<file path="src/pkg/bus_consts.svh">
// Constants for the multiplexed bus cycle generator
`ifndef BUS_CONSTS_SVH
`define BUS_CONSTS_SVH

// ****************************************************************
// Timing
// ****************************************************************
`define CLK_NS        10
`define T_STATE_NS    200
`define HALF_T_CYC    ((`T_STATE_NS / 2) / `CLK_NS)
`define HALF_T_MAX    255

// ****************************************************************
// Strobe lengths in half T-states
// ****************************************************************
`define STB_MEM_H     4'h4
`define STB_FETCH_H   4'h3
`define IO_WAIT_H     4'h2

`endif

</file>
<file path="src/pkg/bus_pkg.sv">
// Types for the multiplexed bus cycle generator
package bus_pkg;

    typedef struct packed {
        logic [15:0] addr;   // Byte address, or port in low byte
        logic [7:0]  wdata;  // Write data
        logic        write;  // 1 write, 0 read
        logic        io;     // 1 I/O transfer, 0 memory
        logic        fetch;  // Opcode fetch (memory read)
    } req_t;

    typedef struct packed {
        logic [7:0] ad_o;    // Shared address/data out
        logic       ad_oe;   // Shared lines driven
        logic [7:0] a_hi_o;  // High address out
        logic       a_hi_oe; // High address driven
        logic       ale;     // Address latch strobe
        logic       rd_n;    // Read strobe
        logic       wr_n;    // Write strobe
        logic       io_m;    // I/O versus memory
        logic       ctl_oe;  // Control strobes driven
    } pins_t;

    typedef enum logic [2:0] {
        PH_IDLE,
        PH_ALE,
        PH_LATCH,
        PH_STROBE,
        PH_DONE,
        PH_HOLD
    } phase_t;

    typedef struct packed {
        phase_t     st;
        logic [7:0] div;
        logic [3:0] half;
        logic       ext;
        req_t       lat;
        pins_t      pins;
        logic [7:0] rdata;
        logic       rsp_valid;
        logic       grant;
    } state_t;

endpackage

</file>
<file path="src/hw/muxed_bus_split_and_decode.sv">
// Bus cycle generator driving a multiplexed address/data bus
`include "bus_consts.svh"

module muxed_bus_split_and_decode #(
    parameter int HALF_T_CYC = `HALF_T_CYC
) (
    input  wire logic          ref_clk,          // System clock
    input  wire logic          rst_n,            // Async reset
    input  wire logic          req_valid,        // Transfer request
    output logic               req_ready,        // Request taken
    input  wire bus_pkg::req_t req,              // Request contents
    output logic               rsp_valid,        // Transfer finished
    output logic [7:0]         rsp_rdata,        // Read data
    input  wire logic          wait_n,           // Slow device extend
    input  wire logic          bus_hold_request, // Bus wanted by other master
    output logic               bus_grant_ack,    // Bus released
    input  wire logic [7:0]    ad_i,             // Shared lines in
    output bus_pkg::pins_t     pins              // Bus pin drive
);
    import bus_pkg::*;

    // Divider cannot serve a zero or over-wide half T-state
    if (HALF_T_CYC < 1 || HALF_T_CYC > `HALF_T_MAX) begin
        $error("HALF_T_CYC out of range");
    end

    localparam logic [7:0] HALF_LAST = 8'(HALF_T_CYC - 1);

    state_t r;
    state_t n;
    logic   tick;

    function automatic logic [3:0] strobe_halves(input req_t q);
        logic [3:0] h;
        // Fetch: half T-state less access
        h = q.fetch ? `STB_FETCH_H : `STB_MEM_H;
        // I/O always carries one extra T-state
        if (q.io) begin
            h = h + `IO_WAIT_H;
        end
        return h;
    endfunction

    // ****************************************************************
    // Next state
    // ****************************************************************
    always_comb begin
        n           = r;
        n.rsp_valid = 1'b0;
        tick        = (r.div == HALF_LAST);
        if (r.st != PH_IDLE && r.st != PH_HOLD) begin
            n.div = tick ? 8'h00 : r.div + 8'h01;
        end
        unique case (r.st)
            PH_IDLE: begin
                n.div = 8'h00;
                if (bus_hold_request) begin
                    n.st          = PH_HOLD;
                    n.grant       = 1'b1;
                    n.pins.ad_oe   = 1'b0;
                    n.pins.a_hi_oe = 1'b0;
                    n.pins.ctl_oe  = 1'b0;
                    n.pins.ale     = 1'b0;
                end else if (req_valid) begin
                    n.lat = req;
                    if (req.io) begin
                        n.lat.addr  = {req.addr[7:0], req.addr[7:0]};
                        n.lat.fetch = 1'b0;
                    end
                    n.pins.a_hi_o  = n.lat.addr[15:8];
                    n.pins.a_hi_oe = 1'b1;
                    n.pins.ad_o    = n.lat.addr[7:0];
                    n.pins.ad_oe   = 1'b1;
                    n.pins.ale     = 1'b1;
                    n.pins.io_m    = req.io;
                    n.pins.ctl_oe  = 1'b1;
                    n.st           = PH_ALE;
                end
            end
            PH_ALE: begin
                if (tick) begin
                    n.pins.ale = 1'b0;
                    n.st       = PH_LATCH;
                end
            end
            PH_LATCH: begin
                if (tick) begin
                    n.half = 4'h0;
                    n.ext  = 1'b0;
                    n.st   = PH_STROBE;
                    if (r.lat.write) begin
                        n.pins.wr_n = 1'b0;
                        n.pins.ad_o = r.lat.wdata;
                    end else begin
                        n.pins.rd_n  = 1'b0;
                        n.pins.ad_oe = 1'b0;
                    end
                end
            end
            PH_STROBE: begin
                if (tick) begin
                    n.half = r.half + 4'h1;
                    if (r.half + 4'h1 == strobe_halves(r.lat)) begin
                        if (!wait_n) begin
                            n.half = r.half - 4'h1;
                            n.ext  = 1'b1;
                        end else begin
                            n.pins.rd_n = 1'b1;
                            n.pins.wr_n = 1'b1;
                            n.rsp_valid = 1'b1;
                            if (!r.lat.write) begin
                                n.rdata = ad_i;
                            end
                            n.st = PH_DONE;
                        end
                    end
                end
            end
            PH_DONE: begin
                // Write data held half a T-state past strobe
                if (tick) begin
                    n.pins.ad_oe = 1'b0;
                    n.st         = PH_IDLE;
                end
            end
            PH_HOLD: begin
                if (!bus_hold_request) begin
                    n.grant        = 1'b0;
                    n.pins.a_hi_oe = 1'b1;
                    n.pins.ctl_oe  = 1'b1;
                    n.st           = PH_IDLE;
                end
            end
        endcase
    end

    // ****************************************************************
    // State register
    // ****************************************************************
    always_ff @(posedge ref_clk or negedge rst_n) begin
        if (!rst_n) begin
            // Bus floats and strobes idle while in reset
            r           <= '0;
            r.st        <= PH_IDLE;
            r.pins.rd_n <= 1'b1;
            r.pins.wr_n <= 1'b1;
        end else begin
            r <= n;
        end
    end

    assign req_ready     = (r.st == PH_IDLE) && !bus_hold_request;
    assign rsp_valid     = r.rsp_valid;
    assign rsp_rdata     = r.rdata;
    assign bus_grant_ack = r.grant;
    assign pins          = r.pins;

    // ****************************************************************
    // Checks
    // ****************************************************************
    logic [15:0] rd_low_cnt;

    always_ff @(posedge ref_clk or negedge rst_n) begin
        if (!rst_n) begin
            rd_low_cnt <= 16'h0000;
        end else if (r.pins.ale) begin
            rd_low_cnt <= 16'h0000;
        end else if (!r.pins.rd_n) begin
            rd_low_cnt <= rd_low_cnt + 16'h0001;
        end
    end
endmodule

</file>
<file path="config.mk">
export PLATFORM = sky130hd
export DESIGN_NAME = muxed_bus_split_and_decode
export DESIGN_NICKNAME = d
export VERILOG_FILES = /design/src/pkg/bus_pkg.sv /design/src/hw/muxed_bus_split_and_decode.sv
export VERILOG_INCLUDE_DIRS = /design/src /design/src/pkg
export SDC_FILE = /design/constraint.sdc
export NUM_CORES = 1
export LEC_CHECK = 0
export BUFFER_PORTS_ARGS = -buffer_cell sky130_fd_sc_hd__buf_2
export CAP_MARGIN = 40
export CORE_MARGIN = 5
export CORE_UTILIZATION = 49
export CTS_CLUSTER_DIAMETER = 60
export DETAILED_ROUTE_END_ITERATION = 6
export PLACE_DENSITY = 0.73
export SLEW_MARGIN = 15
export SYNTH_ARGS = -nofsm -noshare
export SYNTH_HDL_FRONTEND = slang
export SYNTH_SLANG_ARGS = --single-unit
</file>
<file path="constraint.sdc">
create_clock -name ref_clk -period 2.4 [get_ports ref_clk]
set_clock_uncertainty 0.2 [all_clocks]
set_input_delay 0.36 -clock ref_clk [delete_from_list [all_inputs] [get_ports ref_clk]]
set_output_delay 0.36 -clock ref_clk [all_outputs]
set_load 0.02 [all_outputs]
</file>
# Word level (Yosys, flattened, before mapping)

Cells that the tools add are included.

$add $sub $neg: 4
Equal/unequal tests: 21
Multiplexer cells: 53
Bitwise gates (word level): 2
Reduce and logical (&&, ||, !) cells: 22

Operators with widths:

| cell                                                             | number |
|---|---|
| 8-bit 2-to-1 mux                                                 | 5 |
| 3-bit 2-to-1 mux                                                 | 10 |
| 2-bit != test (second input constant)                            | 12 |
| 5-bit 2-to-1 mux                                                 | 4 |
| 19-bit 2-to-1 mux                                                | 1 |
| 3-bit one-hot mux with 6 select lines                            | 1 |
| 16-bit 2-to-1 mux                                                | 1 |
| 8-bit one-hot mux with 2 select lines                            | 1 |
| 3-bit AND reduction                                              | 5 |
| 5-bit AND reduction                                              | 3 |
| 1-bit 2-to-1 mux                                                 | 14 |
| 4-bit 2-to-1 mux                                                 | 3 |
| 6-bit AND reduction                                              | 2 |
| 2-bit 2-to-1 mux                                                 | 5 |
| 5-bit one-hot mux with 2 select lines                            | 1 |
| 2-bit nonzero test                                               | 5 |
| 9-bit 2-to-1 mux                                                 | 1 |
| 8-bit by 1-bit adder with 8-bit output (second input constant)   | 1 |
| 8-bit by 4-bit == test with 1-bit output (second input constant) | 1 |
| 1-bit one-hot mux with 2 select lines                            | 4 |
| 8-bit AND reduction                                              | 1 |
| 3-bit by 2-bit == test with 1-bit output (second input constant) | 2 |
| 3-bit == test (second input constant)                            | 2 |
| 3-bit != test (second input constant)                            | 2 |
| other kinds (12)                                                 | 15 |

Register bits after elaboration: 58
Input port bits: 40
Output and inout port bits: 34

# Depth between registers and ports, before layout

Gate-level depths: netlist (run 1).

Word-level depth: 9
Depth in mapped cells: 10

# Worst setup path after synthesis (run 1)

OpenSTA, ideal clock, no wires.

Path kind: register to register
From: register r[61] (netlist name)
To: register r, in the netlist rsp_rdata[0]
Setup time: 0.125 ns
Data arrival time: 2.007 ns
Setup slack: 0.068 ns
Cell stages (with the launch flop): 8
Clock period less this slack: 2.332 ns
Cell sequence: dfrtp_1 > ha_1 > xnor2_2 > and4b_1 > o31ai_4 > or2_4 > nor2_8 > mux2_4

Longest elaborated chain between the ends: 3

Ends and longest elaborated chain:

| what                                   | line                              | source |
|---|---|---|
| start, declared                        | muxed_bus_split_and_decode.sv:29  | `state_t r;` |
| start signal, assigned                 | muxed_bus_split_and_decode.sv:148 | `r <= n;` |
| 4-bit by 1-bit adder with 4-bit output | muxed_bus_split_and_decode.sv:103 | `if (r.half + 4'h1 == strobe_halves(r.lat)) begin` |
| 4-bit == test                          | muxed_bus_split_and_decode.sv:103 |  |
| 5-bit AND reduction (no source line)   | n/a                               |  |

No other way between the ends.
A chain may end at the register's enable or synchronous reset.

# Worst setup path in the final report (run 1)

From: register r[62] (netlist name)
To: register r[63] (netlist name)

Longest elaborated chain between the ends: 5

Ends and longest elaborated chain:

| what                                                                                                  | line                                                                                                    | source |
|---|---|---|
| 4-bit by 1-bit adder with 4-bit output or 4-bit by 1-bit subtractor with 4-bit output (tied branches) | muxed_bus_split_and_decode.sv:102, muxed_bus_split_and_decode.sv:103, muxed_bus_split_and_decode.sv:105 |  |
| 4-bit == test or 5-bit 2-to-1 mux (tied branches)                                                     | muxed_bus_split_and_decode.sv:103, muxed_bus_split_and_decode.sv:104                                    |  |
| 5-bit 2-to-1 mux (*)                                                                                  | muxed_bus_split_and_decode.sv:103                                                                       |  |
| 5-bit 2-to-1 mux (*)                                                                                  | muxed_bus_split_and_decode.sv:101                                                                       | `if (tick) begin` |
| 5-bit one-hot mux with 2 select lines (*)                                                             | muxed_bus_split_and_decode.sv:54                                                                        | `unique case (r.st)` |

Mark *: on every way between the ends. The rest lies on a longest branch, timed or not. The select of a mux whose other input is x is not followed.

==> reports/metrics.cfg, run 1 <==
[power]
vdd_drop_max_v = 0.0006794
comb_power_share = 0.390
cellPowerDensity_mw_per_mm2 = 1021
seq_power_share = 0.406
internal_power_mw = 2.323
p_sw_frac = 0.3913
clockPowerShare = 0.204
p_switching_mw = 1.493
leakagePower_nw = 1.776

[worst_setup_path]
slowest_delay_ps = 420
worstSetupPathType = reg -> reg
setup.worst_path.start_class = flip-flop
cpMostUsedCell = nor3_1
critPathMaxFanout = 5
path_cells = inv_1 > ha_4 > xnor2_1 > nor3_1 > o31ai_4 > mux2i_1 > nor3_1 > a211o_1
end_kind = flip-flop
critPathSlowestCell = dfrtp_1
cp.arrival_ps = 2370
cp_top_family = simple AND/OR/NAND/NOR gates
worstPathRequired_ps = 2420
worstPathBufferInverterCount = 1

[timing]
setup_viol = 0
max_slew_margin = 0.5829
fin_crit_sh = 0.9796
drv_slew = 0
period_needed_ps = 2351
max_freq_ghz = 0.4254
holdWs_ps = 50.74
rsz0062_at_grt = true
finalHoldViolations = 0
tns_ps = 0
tightest_slew_ps = 625.6
fin_ws_ps = 49.05

[drt]
vias_per_cell = 5.349
drt_iter0_drc = 122
ant_nets = 0
wirelength_um = 6887
vias = 2455
wl_per_cell_um = 15.00
drc = 0
first_pass_iters = 4

[grt]
track_usage = 0.1660
grt_pass1_wl_um = 11250
overflow = 0
antenna_found_initial = 0
first_global_vias = 2351
grt_max_degree = 30

[synthesis]
yosysWarnings = 0
synthCells = 323
syn-num-nets = 368
synth-edff-count = 0
synth-seq-cells = 58
synth-seq-area-share = 0.4506
ys_types = 54
async_flop_share = 1.000
synthesis.area_mm2 = 0.003227
avgSynthCellArea_um2 = 9.990
synth_top_flop_cell = dfrtp_1

[clocking]
h-tree-depth = 3
clk-insertion-delay-late_ps = 330
cts_sinks = 58
cts.clk_slew.worst_paths_ps = 70
cts_tree = done
clockRootBuffer = clkbuf_8
clockBufferDepth = 2
cts_made_buffers = 9

[floorplan]
fp.dieW_um = 91.15
row_count = 29
dieArea_mm2 = 0.008308
die_h_um = 91.15
pin_count = 74
start_util = 0.5053
coreArea_mm2 = 0.006386

[run_status]
outcome = completed

[placement]
hpwl_um = 4930
dpl_worst_slack_ps = 15.72
gp_congestion = 0.7768
io_buffers = 73
dp.cells = 440

[final_layout]
fin_cells = 459
area_growth_pct = 15.86
utilization = 0.5854
final_net_count = 422
diodes = 0
drive_gt1_frac = 0.3770
layout_commonest_cell = buf_2
layout_common_cells = 73 x buf_2, 56 x dfrtp_1, 41 x nand2_1

[worst_hold_path]
min_path_type = in -> reg

[job]
drv_cap = 0

-- worst paths after layout --
kind / endpoint / from / depth (start not counted) / slack [ps]
worst max-delay path: r[63] / r[62] / 8 / 50
worst max register to register: r[63] / r[62] / 8 / 50
max in group asynchronous: r[66] / rst_n / 3 / 950
worst min-delay path: rsp_rdata[1] / ad_i[1] / 2 / 50
min in group asynchronous: pins[22] / rst_n / 2 / 370
worst min register to register: pins[3] / pins[3] / 2 / 270
-- Yosys cell counts, types with 3 or more instances --
master	count	area (um2)
nand2b_1	6	37.54
buf_2	5	25.02
nand2_1	41	153.9
a21oi_1	6	30.03
mux2i_1	9	90.09
o31ai_1	4	30.03
inv_1	7	26.28
a31oi_1	8	50.05
o21ai_0	25	125.1
nand3_1	12	60.06
buf_4	31	232.7
o21ai_1	8	40.04
and3_1	4	25.02
dfrtp_1	56	1401
mux2_2	10	112.6
ha_1	5	62.56
clkbuf_1	6	22.52
nor2_1	20	75.07
mux2_4	8	120.1
nor3_1	4	20.02
xnor2_1	3	26.28
buf_1	3	11.26
-- power groups by stage --
| stage | logic, mW | registers [mW] | clock network, mW |
|---|---|---|---|
| floorplan | 1.30 | 1.47 | 0 |
| global placement | 1.42 | 1.54 | 0 |
| detailed placement | 1.45 | 1.56 | 0 |
| CTS | 1.45 | 1.54 | 0.807 |
| global route | 1.65 | 1.60 | 0.858 |
| finish | 1.49 | 1.55 | 0.780 |
-- final cells by class --
cell class,instances,area [um2]
fill,583,2648
timing repair buffer,90,495.5
clock buffer,11,141.4
inverter,7,26.28
clock inverter,5,30.03
tap,77,96.34
multi-input combinational,211,1495
sequential,58,1454
-- worst reg2reg max path, cell delays in order (launching register included) --
cell	delay, ps
dfrtp_1	420
inv_1	130
ha_4	220
xnor2_1	150
nor3_1	420
o31ai_4	150
mux2i_1	220
nor3_1	80
a211o_1	270
-- sequential cells by signal, summed over array words and instances (netlist names) --
register	flops
r	25
bus_grant_ack	1
rsp_valid	1
pins	23
rsp_rdata	8
-- routing by layer --
metal  global-route usage  wire [um]  vias up  share of wire
li1                     -          -     1202              -
met5                    0          0        -              0
met1               0.2109       3024     1176           0.44
met3              0.06694        422       13          0.061
met4              0.05012        151        0          0.022
met2               0.2608       3288       64           0.48
-- kinds of logic (layout without fill, tap and decap cells) --
logic type               Yosys count  count (layout)  synth area share
adder cells (fa/ha/maj)            5               5           0.01939
multiplexers                      27              27            0.1000
AND/OR/NAND/NOR                  105             105            0.1660
XOR/XNOR                           6               6           0.01862
flip-flops                        58              58            0.4506
buffers and inverters             54             113            0.1055
AO/OA/AOI/OAI                     68              68            0.1400
-- stage by stage --
stage                     total power, mW  instance area [um2]
after detailed placement            3.004                 3480
after CTS                           3.799                 3661
after floorplan                     2.774                 3227
after global routing                4.106                 3739
final                               3.816                 3739
after global placement              2.960                 3480
-- repair_timing --
item	in CTS	in global routing
resized for setup	0	10
setup endpoints to repair	0	9
hold endpoints to repair	24	0
hold buffers	1	0
buffers inserted	0	2
Power figures use the tool's default switching activity.
==> run 2, diff against run 1 <==
- CORE_UTILIZATION: 49 -> 45
- PLACE_DENSITY: 0.73 -> 0.68
==> reports/metrics.cfg, run 2 (synthesis results as in run 1) <==
[run_status]
outcome = completed

[final_layout]
fillers = 637  ; +9.3%
diodes = 0  ; unchanged
area_growth_pct = 17.02
utilization = 0.5497  ; -0.03570
top_register = r
layout_commonest_cell = buf_2
drive_gt1_frac = 0.3747  ; -0.002293
layout_common_cells = 73 x buf_2, 56 x dfrtp_1, 41 x nand2_1
fin_cells = 475  ; +3.5%
final_net_count = 419  ; -0.71%
largest_register_ffs = 25  ; unchanged
fin_area_mm2 = 0.003776  ; +1.0%

[drt]
vias = 2410  ; -1.8%
drt_iter0_drc = 101  ; -17%
first_pass_iters = 4  ; unchanged
wl_per_cell_um = 14.58  ; -2.8%
wirelength_um = 6927  ; +0.58%
met3RoutedLength_um = 373  ; -12%
ant_nets = 0  ; unchanged
top_layer_used = met4
vias_per_cell = 5.074  ; -5.1%
met1_length_um = 3071  ; +1.6%
drc = 0  ; unchanged
wl_met2_um = 3406  ; +3.6%

[floorplan]
pin_count = 74  ; unchanged
start_util = 0.4698  ; -0.03553
fp.dieW_um = 94.68  ; +3.9%
row_count = 30  ; +3.4%
dieArea_mm2 = 0.008964  ; +7.9%
die_h_um = 94.68  ; +3.9%
coreArea_mm2 = 0.006869  ; +7.6%

[power]
total_power_mw = 4.057  ; +6.3%
leakagePower_nw = 1.802  ; +1.4%
cellPowerDensity_mw_per_mm2 = 1074  ; +5.3%
vdd_drop_max_v = 0.0005015  ; -26%

[job]
drv_cap = 0  ; unchanged

[worst_setup_path]
critPathSlowestCell = dfrtp_1
path_cells = inv_1 > ha_2 > xnor2_2 > and4b_2 > o31ai_4 > or2_4 > nor2_8 > mux2_4
critPathMaxFanout = 8  ; +3
cp.arrival_ps = 2390  ; +20 ps
cp_top_family = simple AND/OR/NAND/NOR gates
setup.worst_path.start_class = flip-flop
worstPathRequired_ps = 2420  ; about the same
slowest_delay_ps = 380  ; -40 ps
end_kind = flip-flop
worstPathBufferInverterCount = 1  ; unchanged
worstSetupPathType = reg -> reg

[timing]
finalHoldViolations = 0  ; unchanged
max_freq_ghz = 0.4221  ; -0.78%
tns_ps = 0  ; unchanged
period_needed_ps = 2369  ; +18.42 ps
setup_viol = 0  ; unchanged
drv_slew = 0  ; unchanged
holdWs_ps = 50.31  ; -0.4322 ps
max_slew_margin = 0.6035  ; +0.02053
fin_crit_sh = 0.9872  ; +0.007673
tightest_slew_ps = 594.8  ; -30.80 ps
fin_ws_ps = 30.63  ; -18.42 ps

[grt]
grt_pass1_wl_um = 11300  ; +0.43%
track_usage = 0.1629  ; -0.003152
first_global_vias = 2359  ; +0.34%
antenna_found_initial = 0  ; unchanged
overflow = 0  ; unchanged
grt_max_degree = 36  ; +20%

[clocking]
cts_tree = done
clockRootBuffer = clkbuf_8
cts_made_buffers = 9  ; unchanged
cts_sinks = 58  ; unchanged
h-tree-depth = 3  ; unchanged
clockBufferDepth = 2  ; unchanged
clk-insertion-delay-late_ps = 340  ; about the same
cts.clk_slew.worst_paths_ps = 70  ; about the same

[placement]
gp_congestion = 0.8217  ; +5.8%
io_buffers = 73  ; unchanged
dp.cells = 456  ; +3.6%
hpwl_um = 4987  ; +1.1%
placed_area_mm2 = 0.003493  ; +0.40%
dpl_worst_slack_ps = -19.55  ; -35.27 ps

[worst_hold_path]
min_path_type = in -> reg

## run 2: repair_timing
action / CTS / global route
pin swaps: 0 / 5
setup buffers: 1 / 1
hold endpoints to repair: 23 / 0
hold buffers: 1 / 0
endpoints found under the setup margin: 8 / 11
gates resized for setup: 0 / 6
## run 2: worst paths after layout
check	from	to	slack, ps	cells past startpoint
max	pins[1]	rsp_rdata[2]	30	8
max in group asynchronous	rst_n	pins[3]	990	3
min reg2reg	pins[3]	pins[3]	280	2
min	req[10]	r[43]	50	2
max reg2reg	pins[1]	rsp_rdata[2]	30	8
min in group asynchronous	rst_n	r[43]	360	2
## run 2: metal layers
| layer | vias up | global-route usage |
|---|---|---|
| met4 | 0 | 0.04567 |
| met2 | 51 | 0.2601 |
| met5 | - | 0 |
| li1 | 1198 | - |
| met1 | 1155 | 0.2041 |
| met3 | 6 | 0.06534 |
## run 2: where the power goes
part,internal (mW),switching [mW],total [mW]
logic,0.608,0.837,1.45
registers,1.29,0.253,1.54
clock network,0.684,0.385,1.07
total,2.58,1.48,4.06
## run 2: final cells by class
cell class	count	area [um2]	share of cell area
timing repair buffer	87	485.5	0.1286
clock inverter	6	105.1	0.02783
clock buffer	10	127.6	0.03380
sequential	58	1454	0.3850
tap	96	120.1	0.03181
multi-input combinational	211	1458	0.3860
inverter	7	26.28	0.006958
## run 2: worst reg2reg max path, cell delays in order, from the launching register on
cell	delay [ps]
dfrtp_1	380
inv_1	60
ha_2	200
xnor2_2	230
and4b_2	320
o31ai_4	70
or2_4	270
nor2_8	210
mux2_4	320
